--- src/verilog/cpsdp_pkg.sv ---
// Package for the codec PIO status and data port: constants and carrier types
package cpsdp_pkg;

  // ==========================================================
  // Widths and depths
  localparam int DATA_W = 8;    // One data port byte
  localparam int SAMPLE_W = 32; // Up to four bytes per sample or group
  localparam int IDX_W = 2;     // Byte index within a sample
  localparam int FIFO_DEPTH = 8; // Playback byte buffer depth
  localparam int LVL_W = 4;     // Width of a buffer level

  // ==========================================================
  // Values after reset and fixed answers
  localparam logic [7:0] IDLE_READ = 8'h80;     // Read value while idle
  localparam logic [1:0] IDX_RESET = 2'h0;      // First byte of a sample
  localparam logic [31:0] SAMPLE_RESET = 32'h0; // Empty sample
  localparam logic [3:0] LVL_FULL = 4'h8;       // Level of a full buffer

  // ==========================================================
  // Data format selection
  typedef struct packed {
    logic adpcm;  // Compressed four-byte groups
    logic pcm16;  // Two bytes per channel
    logic stereo; // Left then right
  } cpsdp_format_type;

  // Host-visible status bits
  typedef struct packed {
    logic play_ready;  // Room for playback data
    logic play_chan;   // Left/mono or first ADPCM half needed
    logic play_upper;  // Upper byte needed
    logic sample_err;  // Overrun or underrun seen
    logic cap_ready;   // Fresh capture byte waiting
    logic cap_chan;    // Left/mono or first ADPCM half available
    logic cap_upper;   // Upper byte available
  } cpsdp_status_type;

  // Alternate feature status: source of a sample error
  typedef struct packed {
    logic cap_overrun;   // Capture sample lost
    logic play_underrun; // Playback sample missing
  } cpsdp_alt_type;

  // Playback assembler states
  typedef enum logic [1:0] {
    ASM_FILL = 2'b01, // Collecting bytes from the buffer
    ASM_FULL = 2'b10  // Whole sample waiting for the converter
  } cpsdp_asm_type;

endpackage

--- src/verilog/cpsdp_fifo.sv ---
// Byte buffer with valid/ready on both sides
`timescale 1ns/1ps
`default_nettype none
module cpsdp_fifo #(
  parameter int WIDTH = 8,
  parameter int DEPTH = 8
) (
  // Clock and reset
  input wire logic clk,
  input wire logic rst,
  // Fill side
  input wire logic in_valid,
  output logic in_ready,
  input wire logic [WIDTH-1:0] in_data,
  // Drain side
  output logic out_valid,
  input wire logic out_ready,
  output logic [WIDTH-1:0] out_data,
  // Occupancy
  output logic [$clog2(DEPTH+1)-1:0] level
);
  localparam int PW = $clog2(DEPTH);
  localparam int CW = $clog2(DEPTH+1);

  // ==========================================================
  // State
  typedef struct packed {
    logic [DEPTH-1:0][WIDTH-1:0] mem; // Storage
    logic [PW-1:0] wr_ptr;            // Next slot to fill
    logic [PW-1:0] rd_ptr;            // Next slot to drain
    logic [CW-1:0] count;             // Words held
  } cpsdp_fifo_state_type;

  cpsdp_fifo_state_type s_q; // Registered state
  cpsdp_fifo_state_type s_d; // Next state
  logic push; // Word taken in
  logic pop;  // Word handed out

  // Handshake status straight from the count
  assign in_ready = (s_q.count != CW'(DEPTH));
  assign out_valid = (s_q.count != '0);
  assign out_data = s_q.mem[s_q.rd_ptr];
  assign level = s_q.count;
  assign push = in_valid && in_ready;
  assign pop = out_valid && out_ready;

  // ==========================================================
  // Next state
  always_comb begin
    s_d = s_q;
    if (push) begin
      s_d.mem[s_q.wr_ptr] = in_data;
      s_d.wr_ptr = PW'((s_q.wr_ptr + 1'b1) % DEPTH);
    end
    if (pop) begin
      s_d.rd_ptr = PW'((s_q.rd_ptr + 1'b1) % DEPTH);
    end
    // Count moves only when one side acts alone
    if (push && !pop) begin
      s_d.count = s_q.count + 1'b1;
    end else if (pop && !push) begin
      s_d.count = s_q.count - 1'b1;
    end
  end

  // State register
  always_ff @(posedge clk or posedge rst) begin
    if (rst) begin
      s_q <= '0;
    end else begin
      s_q <= s_d;
    end
  end
endmodule
`default_nettype wire

--- src/verilog/cpsdp_port.sv ---
// Codec PIO status and shared sample data port
`timescale 1ns/1ps
`default_nettype none
module cpsdp_port (
  // Clock and reset
  input wire logic clk,
  input wire logic rst,
  // Host access to the shared data port
  input wire logic host_rd,
  input wire logic host_wr,
  input wire logic [cpsdp_pkg::DATA_W-1:0] host_wdata,
  output logic [cpsdp_pkg::DATA_W-1:0] host_rdata,
  // Host clears of the error flags
  input wire logic status_clear,
  input wire logic alt_clear,
  // Status toward the host
  output cpsdp_pkg::cpsdp_status_type status,
  output cpsdp_pkg::cpsdp_alt_type alt_status,
  // Configuration
  input wire cpsdp_pkg::cpsdp_format_type fmt,
  input wire logic capture_enable,
  input wire logic playback_enable,
  input wire logic codec_idle,
  // Capture converter side
  input wire logic cap_valid,
  input wire logic [cpsdp_pkg::SAMPLE_W-1:0] cap_sample,
  // Playback converter side
  input wire logic play_tick,
  output logic [cpsdp_pkg::SAMPLE_W-1:0] play_sample,
  output logic play_strobe
);
  import cpsdp_pkg::*;

  // ==========================================================
  // State
  typedef struct packed {
    logic [SAMPLE_W-1:0] cap_bytes;  // Current capture sample
    logic [IDX_W-1:0] cap_idx;       // Byte the host reads next
    logic cap_fresh;                 // Unread bytes remain
    logic [IDX_W-1:0] play_wr_idx;   // Byte the host writes next
    logic [SAMPLE_W-1:0] asm_shift;  // Playback sample being built
    logic [IDX_W-1:0] asm_idx;       // Slot of next buffered byte
    cpsdp_asm_type asm_state;        // Assembler state
    logic [SAMPLE_W-1:0] play_out;   // Sample handed to converter
    logic play_stb;                  // Hand-over pulse
    logic [DATA_W-1:0] rdata;        // Last read answer
    cpsdp_status_type stat;          // Status bits
    cpsdp_alt_type alt;              // Error source bits
  } cpsdp_state_type;

  cpsdp_state_type s_q; // Registered state
  cpsdp_state_type s_d; // Next state

  // Buffer wiring
  logic fifo_in_valid;                // Accepted host write
  logic fifo_in_ready;                // Buffer has room
  logic fifo_out_valid;               // Byte waiting for assembler
  logic fifo_out_ready;               // Assembler takes a byte
  logic [DATA_W-1:0] fifo_out_data;   // Byte from buffer
  logic [LVL_W-1:0] fifo_level;       // Bytes buffered

  // Per-cycle events
  logic play_take;    // Host write enters buffer
  logic asm_pop;      // Assembler pulls a byte
  logic cap_overrun;  // Capture sample lost
  logic play_under;   // Converter found no sample
  logic [LVL_W-1:0] lvl_next; // Buffer level after this cycle

  // ==========================================================
  // Byte position helpers
  // Index of the last byte in a sample or group
  function automatic logic [IDX_W-1:0] last_idx(input cpsdp_format_type f);
    if (f.adpcm || (f.pcm16 && f.stereo)) begin
      last_idx = 2'h3;
    end else if (f.pcm16 || f.stereo) begin
      last_idx = 2'h1;
    end else begin
      last_idx = 2'h0;
    end
  endfunction

  // Channel flag for a byte index
  function automatic logic chan_flag(input logic [IDX_W-1:0] idx,
                                     input cpsdp_format_type f);
    if (f.adpcm) begin
      chan_flag = ~idx[1];
    end else if (!f.stereo) begin
      chan_flag = 1'b1;
    end else if (f.pcm16) begin
      chan_flag = ~idx[1];
    end else begin
      chan_flag = ~idx[0];
    end
  endfunction

  // Upper/lower flag for a byte index
  function automatic logic upper_flag(input logic [IDX_W-1:0] idx,
                                      input cpsdp_format_type f);
    if (f.adpcm || f.pcm16) begin
      upper_flag = idx[0];
    end else begin
      upper_flag = 1'b1;
    end
  endfunction

  // ==========================================================
  // Playback byte buffer
  cpsdp_fifo #(
    .WIDTH(DATA_W),
    .DEPTH(FIFO_DEPTH)
  ) i_cpsdp_fifo (
    .clk(clk),
    .rst(rst),
    .in_valid(fifo_in_valid),
    .in_ready(fifo_in_ready),
    .in_data(host_wdata),
    .out_valid(fifo_out_valid),
    .out_ready(fifo_out_ready),
    .out_data(fifo_out_data),
    .level(fifo_level)
  );

  // Writes land in the playback path unless idle, disabled or the buffer is full
  assign play_take = host_wr && !codec_idle && playback_enable && fifo_in_ready;
  assign fifo_in_valid = play_take;
  // Assembler drains only while collecting, so the buffer fills
  assign fifo_out_ready = (s_q.asm_state == ASM_FILL);
  assign asm_pop = fifo_out_valid && fifo_out_ready;
  assign lvl_next = LVL_W'(fifo_level + LVL_W'(play_take) - LVL_W'(asm_pop));

  // ==========================================================
  // Next state
  always_comb begin
    s_d = s_q;
    s_d.play_stb = 1'b0;
    cap_overrun = 1'b0;
    play_under = 1'b0;

    // Host write advances playback byte position
    if (play_take) begin
      if (s_q.play_wr_idx >= last_idx(fmt)) begin
        s_d.play_wr_idx = IDX_RESET;
      end else begin
        s_d.play_wr_idx = s_q.play_wr_idx + 1'b1;
      end
    end

    // Host read of the capture side
    if (host_rd) begin
      if (codec_idle) begin
        s_d.rdata = IDLE_READ;
      end else begin
        s_d.rdata = s_q.cap_bytes[s_q.cap_idx*DATA_W +: DATA_W];
        // Step to next byte; stay on the last one
        if (s_q.cap_fresh) begin
          if (s_q.cap_idx >= last_idx(fmt)) begin
            s_d.cap_fresh = 1'b0;
          end else begin
            s_d.cap_idx = s_q.cap_idx + 1'b1;
          end
        end
      end
    end

    // New capture sample replaces the old one
    if (cap_valid && capture_enable && !codec_idle) begin
      cap_overrun = s_d.cap_fresh;
      s_d.cap_bytes = cap_sample;
      s_d.cap_idx = IDX_RESET;
      s_d.cap_fresh = 1'b1;
    end

    // Playback assembler
    unique case (s_q.asm_state)
      ASM_FILL: begin
        // Collect buffered bytes into the sample
        if (asm_pop) begin
          s_d.asm_shift[s_q.asm_idx*DATA_W +: DATA_W] = fifo_out_data;
          if (s_q.asm_idx >= last_idx(fmt)) begin
            s_d.asm_idx = IDX_RESET;
            s_d.asm_state = ASM_FULL;
          end else begin
            s_d.asm_idx = s_q.asm_idx + 1'b1;
          end
        end
        // Converter wanted a sample that is not complete
        if (play_tick && playback_enable) begin
          play_under = 1'b1;
        end
      end
      ASM_FULL: begin
        // Hand the whole sample over on the tick
        if (play_tick) begin
          s_d.play_out = s_q.asm_shift;
          s_d.play_stb = 1'b1;
          s_d.asm_shift = SAMPLE_RESET;
          s_d.asm_state = ASM_FILL;
        end
      end
      default: begin
        // Illegal code recovers to collecting
        s_d.asm_state = ASM_FILL;
      end
    endcase

    // Idle codec drops the unread capture bytes and the host write byte position
    if (codec_idle) begin
      s_d.cap_fresh = 1'b0;
      s_d.play_wr_idx = IDX_RESET;
    end

    // Shared error flag; a new error beats the clear
    if (status_clear) begin
      s_d.stat.sample_err = 1'b0;
    end
    if (cap_overrun || play_under) begin
      s_d.stat.sample_err = 1'b1;
    end

    // Separate source flags; a new error beats the clear
    if (alt_clear) begin
      s_d.alt = '0;
    end
    if (cap_overrun) begin
      s_d.alt.cap_overrun = 1'b1;
    end
    if (play_under) begin
      s_d.alt.play_underrun = 1'b1;
    end

    // Ready and position flags follow the next state
    s_d.stat.play_ready = playback_enable && !codec_idle && (lvl_next < LVL_FULL);
    s_d.stat.play_chan = chan_flag(s_d.play_wr_idx, fmt);
    s_d.stat.play_upper = upper_flag(s_d.play_wr_idx, fmt);
    s_d.stat.cap_ready = s_d.cap_fresh;
    s_d.stat.cap_chan = chan_flag(s_d.cap_idx, fmt);
    s_d.stat.cap_upper = upper_flag(s_d.cap_idx, fmt);
  end

  // ==========================================================
  // State register
  always_ff @(posedge clk or posedge rst) begin
    if (rst) begin
      s_q <= '0;
      s_q.asm_state <= ASM_FILL;
      s_q.rdata <= IDLE_READ;
      s_q.stat.play_chan <= 1'b1;
      s_q.stat.cap_chan <= 1'b1;
      s_q.stat.play_upper <= 1'b1;
      s_q.stat.cap_upper <= 1'b1;
    end else begin
      s_q <= s_d;
    end
  end

  // ==========================================================
  // Outputs straight from the state register
  assign host_rdata = s_q.rdata;
  assign status = s_q.stat;
  assign alt_status = s_q.alt;
  assign play_sample = s_q.play_out;
  assign play_strobe = s_q.play_stb;
endmodule
`default_nettype wire

--- config.mk ---
export PLATFORM = sky130hd
export DESIGN_NAME = cpsdp_port
export DESIGN_NICKNAME = d
export VERILOG_FILES = /design/src/verilog/cpsdp_pkg.sv /design/src/verilog/cpsdp_fifo.sv /design/src/verilog/cpsdp_port.sv
export SDC_FILE = /design/constraint.sdc
export NUM_CORES = 1
export LEC_CHECK = 0
export BUFFER_PORTS_ARGS = -buffer_cell sky130_fd_sc_hd__clkbuf_2
export CAP_MARGIN = 20
export CORE_MARGIN = 3
export CORE_UTILIZATION = 58
export DETAILED_ROUTE_END_ITERATION = 7
export MAX_ROUTING_LAYER = met4
export PLACE_DENSITY_LB_ADDON = 0.08
export RECOVER_POWER = 25
export SYNTH_ARGS = -nofsm -noshare
export SYNTH_HDL_FRONTEND = slang
export SYNTH_SLANG_ARGS = --single-unit
--- constraint.sdc ---
create_clock -name clk -period 7.1 [get_ports clk]
set_input_delay 1.065 -clock clk [delete_from_list [all_inputs] [get_ports clk]]
set_output_delay 1.065 -clock clk [all_outputs]
set_load 0.05 [all_outputs]
After elaboration in Yosys (flattened, before gate mapping)
Cells that the tools add are included.
- bits in registers: 196
- output and inout port bits: 50
- logic and storage cells: 140
- add/sub/neg operators: 10
- order comparisons: 7
- eq/ne operators: 6
- shift-type cells: 3
- multiplexer cells: 50
- bitwise logic cells: 4
- reductions and logical operators: 31
- operator list (operator ; count):
    64-bit bitwise mux ; 1
    32-bit one-hot mux with 2 select lines ; 1
    36-bit 2-to-1 mux ; 1
    35-bit 2-to-1 mux ; 1
    5-bit negator with 34-bit output ; 1
    8-bit by 34-bit variable shift with 32-bit output (first input constant) ; 1
    8-bit by 34-bit variable part select with 32-bit output ; 1
    32-bit bitwise mux ; 1
    32-bit 2-to-1 mux ; 1
    32-bit by 6-bit variable part select with 8-bit output ; 1
    2-bit 2-to-1 mux ; 13
    8-bit binary-select mux with 3-bit select ; 1
    8-bit demux with 3-bit select ; 1
    8-bit 2-to-1 mux ; 3
    1-bit 2-to-1 mux ; 18
    3-bit 2-to-1 mux ; 5
    1-bit logical AND ; 14
    2-bit nonzero test ; 5
    3-bit by 4-bit less-than comparator with 1-bit output (second input constant) ; 2
    4-bit 2-to-1 mux ; 2
    2-bit by 1-bit adder with 2-bit output (second input constant) ; 3
    3-bit by 1-bit adder with 3-bit output (second input constant) ; 2
    2-bit >= comparator ; 3
    2-bit != test (second input constant) ; 3
    other kinds (16) ; 26

Longest topological paths before layout
Gate-level depths: netlist (run 1).
- depth in word-level cells: 17
- depth in mapped cells: 14
- depth with buffers taken out: 13

Hierarchy
Synthesis (run 1) repeated with hierarchy kept, for this count alone.
- cell total of the unflattened synthesis: 710
- area, all modules: 9137.5 um^2
- modules (own cells, without submodules) (module ; times used ; cells an instance ; area each (um^2)):
    cpsdp_port ; 1 ; 485 ; 5559.1
    cpsdp_fifo ; 1 ; 225 ; 3578.4

Worst setup path before layout (run 1)
No wires, ideal clock.
- path kind: input-to-reg
- start: in codec_idle
- end: reg i_cpsdp_fifo.s_q (netlist bit i_cpsdp_fifo.level[3])
- setup time: 0.122 ns
- arrival time: 2.980 ns
- slack: 3.997 ns
- stages: 13
- path through: buf_6 > nand3b_4 > or2_1 > buf_6 > inv_2 > ha_1 > inv_1 > ha_1 > a21o_1 > a21oi_1 > xnor2_1 > nor2_1 > xnor2_1
- longest elaborated chain between the ends: 8
- RTL lines (item ; RTL line ; RTL):
    from (decl) ; cpsdp_port.sv:23 ; input wire logic codec_idle,
    1-bit zero test * ; cpsdp_port.sv:124 ; assign play_take = host_wr && !codec_idle && playback_enable && fifo_in_ready;
    1-bit logical AND * (3 in series) ; cpsdp_port.sv:124 ;
    1-bit logical AND * ; cpsdp_fifo.sv:44 ; assign push = in_valid && in_ready;
    named net i_cpsdp_fifo.push ; cpsdp_fifo.sv:36 ; logic push;
    1-bit zero test ; cpsdp_fifo.sv:61 ; end else if (pop && !push) begin
    1-bit logical AND ; cpsdp_fifo.sv:61 ;
    2-bit nonzero test (no line) ; -- ;
    to (signal assigned) ; cpsdp_fifo.sv:69 ; s_q <= '0;
    to (signal assigned) ; cpsdp_fifo.sv:71 ; s_q <= s_d;
    to (decl) ; cpsdp_fifo.sv:34 ; cpsdp_fifo_state_type s_q;
The timed path passes the listed nets; every way through them passes the cells marked *.
A chain may end at the register's enable or synchronous reset.

==> results of run 1 <==
## cell families (layout without fill, tap and decap cells)
kind of cell,count (synthesis),after routing
flops,196,196
fa+ha+maj,21,21
compound gates,72,72
simple gates,284,284
buf+inv,112,172
xor+xnor,11,11
mux,97,97
## worst paths after layout
check	startpoint	to	slack (ps)	depth (start not counted)
min in group asynchronous	rst	status[6]	1580	2
worst max-delay path	rst	s_q[84]	3570	3
worst min-delay path	play_sample[31]	play_sample[31]	480	2
worst max register to register	i_cpsdp_fifo.level[2]	i_cpsdp_fifo.level[3]	3990	13
max in group clk	codec_idle	i_cpsdp_fifo.level[3]	3870	12
worst min register to register	play_sample[31]	play_sample[31]	480	2
## Yosys cell counts (8+ instances only)
cell,number
a21oi_1,11
xnor2_1,10
o21ai_0,39
nand2_1,238
mux4_2,24
nand2b_1,9
inv_1,32
dfrtp_1,190
nor2_1,9
buf_4,49
mux2_2,65
o22ai_1,9
mux2i_1,8
ha_1,20
clkbuf_1,16
## placed cells by master, fill, tap and decap left out, drive strengths merged, types with 2 or more instances in the layout
master | synthesis | routed
nor2 | 9 | 9
a21oi | 11 | 11
nand3 | 6 | 6
nand2b | 9 | 9
xnor2 | 10 | 10
nor4b | 2 | 2
nor2b | 2 | 2
mux2i | 8 | 8
dfstp | 6 | 6
o21ai | 39 | 39
nor4 | 2 | 2
dfrtp | 190 | 190
nand4 | 3 | 3
mux2 | 65 | 65
a21o | 2 | 2
o22ai | 9 | 9
clkinv | 0 | 3
buf | 62 | 3
ha | 20 | 20
o22a | 4 | 4
inv | 34 | 36
mux4 | 24 | 24
nand4b | 4 | 4
nor3b | 2 | 2
clkinvlp | 0 | 5
clkbuf | 16 | 122
nand2 | 238 | 238
bufinv | 0 | 3
or2 | 4 | 4
## flip-flops by register name, summed over array words and instances (netlist names)
name                cells
s_q                    72
play_sample            32
host_rdata              8
i_cpsdp_fifo.level      4
i_cpsdp_fifo.s_q       70
status                  7
alt_status              2
play_strobe             1
## report_power, final
group	switching (mW)	leakage [nW]	total, mW	internal [mW]
Sequential	0.328	2.55	1.84	1.51
Clock	0.423	0.284	0.983	0.560
Combinational	0.840	2.10	1.42	0.576
Total	1.59	4.93	4.24	2.65
## metal layers
metal  vias to the layer above  share of wire, %  track usage, %
met5                         -                 0               -
met4                         0               1.1           5.929
met3                        19               3.5           4.339
met2                       116                50           35.85
met1                      2894                45           30.95
li1                       2691                 -               -
## worst max-delay path: cells and delay by family
| kind | cells | cell delay, ps |
|---|---|---|
| buffers and inverters | 3 | 2830 |
## through the flow
step	setup slack [ps]	area (um^2)	power, mW
floorplan	704.3	8924	3.043
finish	3573	9803	4.240
global route	2990	9803	4.502
detailed placement	3612	9203	3.285
global placement	3677	9203	3.209
CTS	3989	9809	4.273
## cell type report
type	count	area, um^2	share of cell area [%]
multi-input cells	485	3390	34.58
clock buffers	19	432.9	4.416
repair buffers	106	535.5	5.463
inverters	34	128.9	1.315
flip-flops and latches	196	4912	50.11
clock inverters	13	173.9	1.774
well taps	184	230.2	2.348
==> results.cfg, run 1 <==
[run_status]
outcome = finished, violations left
violations = max-capacitance violations, max-slew violations

[synthesis]
ys_dominant_reg_cell = dfrtp_1
synth_fa_ha_area_share_pct = 3.029
postSynthAreaPerCell_um2 = 11.25
synth-xor-area-share_pct = 1.080
largest_family_of_logic_cells_by_synthesized_area = multiplexers
yosys.area.top_type_share_pct = 53.28
async_flop_share_pct = 100.0
yosysWarningCount = 0
yosys_register_bits = 196
synth_edf_count = 0
postSynthNetCount = 868
synth.lib_cells_used.distinct = 47
synth_compound_area_share_pct = 4.627
ys_seq_area_share_pct = 55.05
synthSimpleGateAreaFrac_pct = 14.06
synth_cells = 793
post_synthesis_instance_area_um2 = 8924
synth.largest_area_cell = dfrtp_1
multiplexer_area_fraction_after_synthesis_pct = 15.16
synth.area.top_cells = dfrtp_1 (53%), nand2_1 (10%), mux2_2 (8.2%), mux4_2 (6.1%), buf_4 (4.1%)

[floorplanning]
die_w_um = 130.0
core_region_area_um2 = 14810
design.die.area_um2 = 16910
initial_utilization_pct = 60.26
core.rowCount = 44
dieHeight_um = 130.0
design.portCount = 104

[placed_design]
placedCellCount = 1005
place_congestion = 0.8412
detailed_place_hpwl_um = 11910
numPortBuffers = 103

[final_layout]
antenna_cells = 0
layout.cells.non_filler = 1037
layout.nets = 915
layout-drive-gt1-share_pct = 28.60
fillCellCount = 1168
finish.utilization_pct = 66.20
layout-area-overhead-vs-synth_pct = 9.857

[route]
viasPerCell = 5.516
totalWireLength_um = 17470
detail_route.first_pass.iterations = 5
drt.antenna.violating_nets = 0
dr_total_vias = 5720
avgRoutedWirePerCell_um = 16.85
initialDrtViolationCount = 283
drc_errors = 0

[timing]
max-slew-margin-rel_pct = -121.3
setup_viol = 0
holdWs_ps = 475.5
hold_viol = 0
skew_ps = 9.553
totalNegativeSetupSlack_ps = 0
worst_slew_pin_slew_ps = 3301
rsz0062_at_grt = false
final_min_period_over_clock_period_pct = 49.68
report.final.slew_viol_count = 111
fin_crit_ps = 3527
timing.fmax_ghz = 0.2835

[cts]
post-cts-setup-buffers = 0
cts-root-buf = clkbuf_16
clockBufferDepth = 2
numCtsBuffers = 17
h-tree-depth = 4
postCtsResizedCells = 0
numClockSinks = 196
clk_transition_reported_paths_ps = 70
hold_buffers = 0
insertion_delay_ps = 430
cts_tree = yes

[run]
cap_violations = 2

[critical_path]
worstPathMaxFanout = 75
start_kind = input port
path_cells = clkbuf_2 -> clkinvlp_2 -> buf_4
timing.critical_path.slowest_stage_cell = clkinvlp_2
worst_path_largest_cell_delay_ps = 1840
arrival_time_of_the_worst_setup_path_ps = 3980
category_of_the_worst_setup_path_capture_point = async pin
required_ps = 7560
worst-setup-path-type = in2async

[pwr]
powerDensity_nw_per_um2 = 432.6
cellLeakagePower_nw = 4.934
vdd_drop_max_uv = 225.3

[global_route]
grt-ovfl-total = 0
track_usage_pct = 22.79
grt_pass1_wl_um = 29340
grt_max_degree = 76
initial_antenna_violation_count = 0
number_of_global_route_vias_before_repair = 5878

[min_path]
hold_path_class = reg2reg
No activity file was read; power rests on OpenSTA's default activity.
==> run 2: changes to the inputs <==
--- a/config.mk
+++ b/config.mk
@@ -8,7 +8,7 @@
 export BUFFER_PORTS_ARGS = -buffer_cell sky130_fd_sc_hd__clkbuf_2
 export CAP_MARGIN = 20
 export CORE_MARGIN = 3
-export CORE_UTILIZATION = 58
+export CORE_UTILIZATION = 53
 export DETAILED_ROUTE_END_ITERATION = 7
 export MAX_ROUTING_LAYER = met4
 export PLACE_DENSITY_LB_ADDON = 0.08
==> constraint.sdc (replaced) <==
create_clock -name clk -period 3 [get_ports clk]
set_input_delay 0.45 -clock clk [delete_from_list [all_inputs] [get_ports clk]]
set_output_delay 0.45 -clock clk [all_outputs]
set_load 0.05 [all_outputs]
==> run 2 against run 1 <==
Net effect:
- the flow still finishes with violations (max-capacitance violations, max-slew violations)
- hold slack got worse by 270 ps
- wire length is 0.31% higher
- first-iteration DRC count up 36%
- clock skew rose by 1.3 ps
- design area grew 1.0%
- clock power up 130%
- critical path type is now reg2reg
- critical endpoint is now i_cpsdp_fifo.level[3]
- largest power group unchanged
==> results.cfg, run 2 (same netlist as run 1, synthesis figures left out) <==
[floorplanning]
design.die.area_um2 = 18430
design.portCount = 104
die_w_um = 135.8
initial_utilization_pct = 55.18
core.rowCount = 46
dieHeight_um = 135.8
core_region_area_um2 = 16170

[run]
cap_violations = 2

[critical_path]
worstPathMaxFanout = 10
startpoint_of_the_most_critical_setup_path = i_cpsdp_fifo.level[2]
r2r.worst_path.cells = 13
worst-path-stages = 13
start_kind = register
rr_endpoint = i_cpsdp_fifo.level[3]
critical_path.most_common_cell = ha_1
category_of_the_worst_setup_path_capture_point = register
crit_path_end = i_cpsdp_fifo.level[3]
r2r-start = i_cpsdp_fifo.level[2]
required_ps = 3320
worst_path_largest_cell_delay_ps = 380
path_delay_family = adder cells
path_cells = inv_1 -> ha_1 -> nor3b_1 -> or2_1 -> inv_2 -> ha_1 -> inv_1 -> ha_1 -> a21o_1 -> a21oi_1 -> xnor2_1 -> nor2_1 -> xnor2_1
cp.buffers_inverters = 3
timing.critical_path.slowest_stage_cell = dfrtp_1
worst-setup-path-type = reg2reg
setup_slack_reg_to_reg_ps = 370
arrival_time_of_the_worst_setup_path_ps = 2950

[final_layout]
most-common-layout-cells = nand2_1 (238), dfrtp_1 (190), clkbuf_2 (103)
layout.cells.most_common = nand2_1
fillCellCount = 1324
layout.nets = 925
layout-area-overhead-vs-synth_pct = 10.95
layout-drive-gt1-share_pct = 29.47
antenna_cells = 0
finish.instance_area_um2 = 9901
largest-register = s_q
finish.utilization_pct = 61.22
largest_register_ff_count = 72

[global_route]
grt_pass1_wl_um = 29150
grt-ovfl-total = 0
track_usage_pct = 20.82
initial_antenna_violation_count = 0
number_of_global_route_vias_before_repair = 5731
grt_max_degree = 87

[pwr]
vdd_drop_max_uv = 493.4
power.switching_mw = 3.771
comb_power_share_pct = 35.1
power_switching_share_pct = 37.47
power.share.clock_pct = 22.7
cellLeakagePower_nw = 4.986
cell_internal_pwr_mw = 6.294
seq_power_share_pct = 42.3
powerDensity_nw_per_um2 = 1017

[timing]
totalNegativeSetupSlack_ps = 0
fin_crit_ps = 2633
rsz0062_at_grt = false
max-slew-margin-rel_pct = -40.52
setup_viol = 0
skew_ps = 10.82
final_min_period_over_clock_period_pct = 87.78
hold_viol = 0
timing.fmax_ghz = 0.3797
worst_slew_pin_slew_ps = 2108
report.final.slew_viol_count = 123

[route]
route.top_layer_used = met4
avgRoutedWirePerCell_um = 16.26
dr_total_vias = 5637
detail_route.first_pass.iterations = 5
totalWireLength_um = 17530
drt.antenna.violating_nets = 0
detailroute.wirelength.met2_um = 8547
drc_errors = 0
route.met3.wl_um = 677
initialDrtViolationCount = 384
detail_route.wirelength.met1_um = 8120
viasPerCell = 5.229

[cts]
postCtsResizedCells = 0
insertion_delay_ps = 430
post-cts-setup-buffers = 0
clockBufferDepth = 2
cts-root-buf = clkbuf_16
clk_transition_reported_paths_ps = 70
hold_buffers = 0
numClockSinks = 196
h-tree-depth = 4
numCtsBuffers = 17
cts_tree = yes

[placed_design]
numPortBuffers = 103
detailed_place_hpwl_um = 12450
place_congestion = 0.7966
dpl_cell_area_um2 = 9329

[run_status]
outcome = finished, violations left
violations = max-capacitance violations, max-slew violations

[min_path]
hold_path_class = in2reg
## run 2: final cells by class
class	instances	area, um^2	area share [%]
inverter	34	128.9	1.302
timing repair buffer	116	605.6	6.117
clock buffer	22	474.2	4.790
tap	216	270.3	2.730
clock inverter	9	120.1	1.213
sequential	196	4912	49.61
multi-input combinational	485	3390	34.23
## run 2: per-stage QoR
stage	hold slack [ps]	cells	total power [mW]	worst slack (ps)
floorplan	438.6	793	7.202	22.51
global placement	453.5	1047	7.745	430.7
detailed placement	455.1	1047	7.882	363.6
CTS	185.3	1078	10.19	345.6
global route	192.7	1078	10.71	68.34
finish	203.6	1078	10.07	366.6
## run 2: worst min path at each step
stage / from / to / slack [ps] / depth (start not counted)
finish: cap_sample[0] / s_q[91] / 200 / 3
global route: cap_sample[1] / s_q[92] / 190 / 3
CTS: rst / host_rdata[6] / 190 / 3
detailed placement: s_q[83] / play_sample[29] / 460 / 2
global placement: s_q[120] / s_q[120] / 450 / 2
floorplan: s_q[54] / play_sample[0] / 440 / 2
## run 2: metal layers
metal,GRT usage [%],vias to the layer above
li1,-,2712
met1,27.70,2814
met2,32.96,96
met3,4.866,15
met4,4.927,0
met5,-,-
## run 2: worst min-delay path, delay by kind of cell
| family | cells | cell delay (ps) |
|---|---|---|
| simple gates | 2 | 80 |
| buf+inv | 1 | 70 |
## run 2: power by group through the flow
stage	clock, mW	combinational [mW]	sequential (mW)
6_report	2.28	3.53	4.25
5_1_grt	2.45	3.88	4.38
4_1_cts	2.33	3.59	4.26
3_5_place_dp	0	3.58	4.31
3_3_place_gp	0	3.50	4.24
2_1_floorplan	0	3.23	3.98
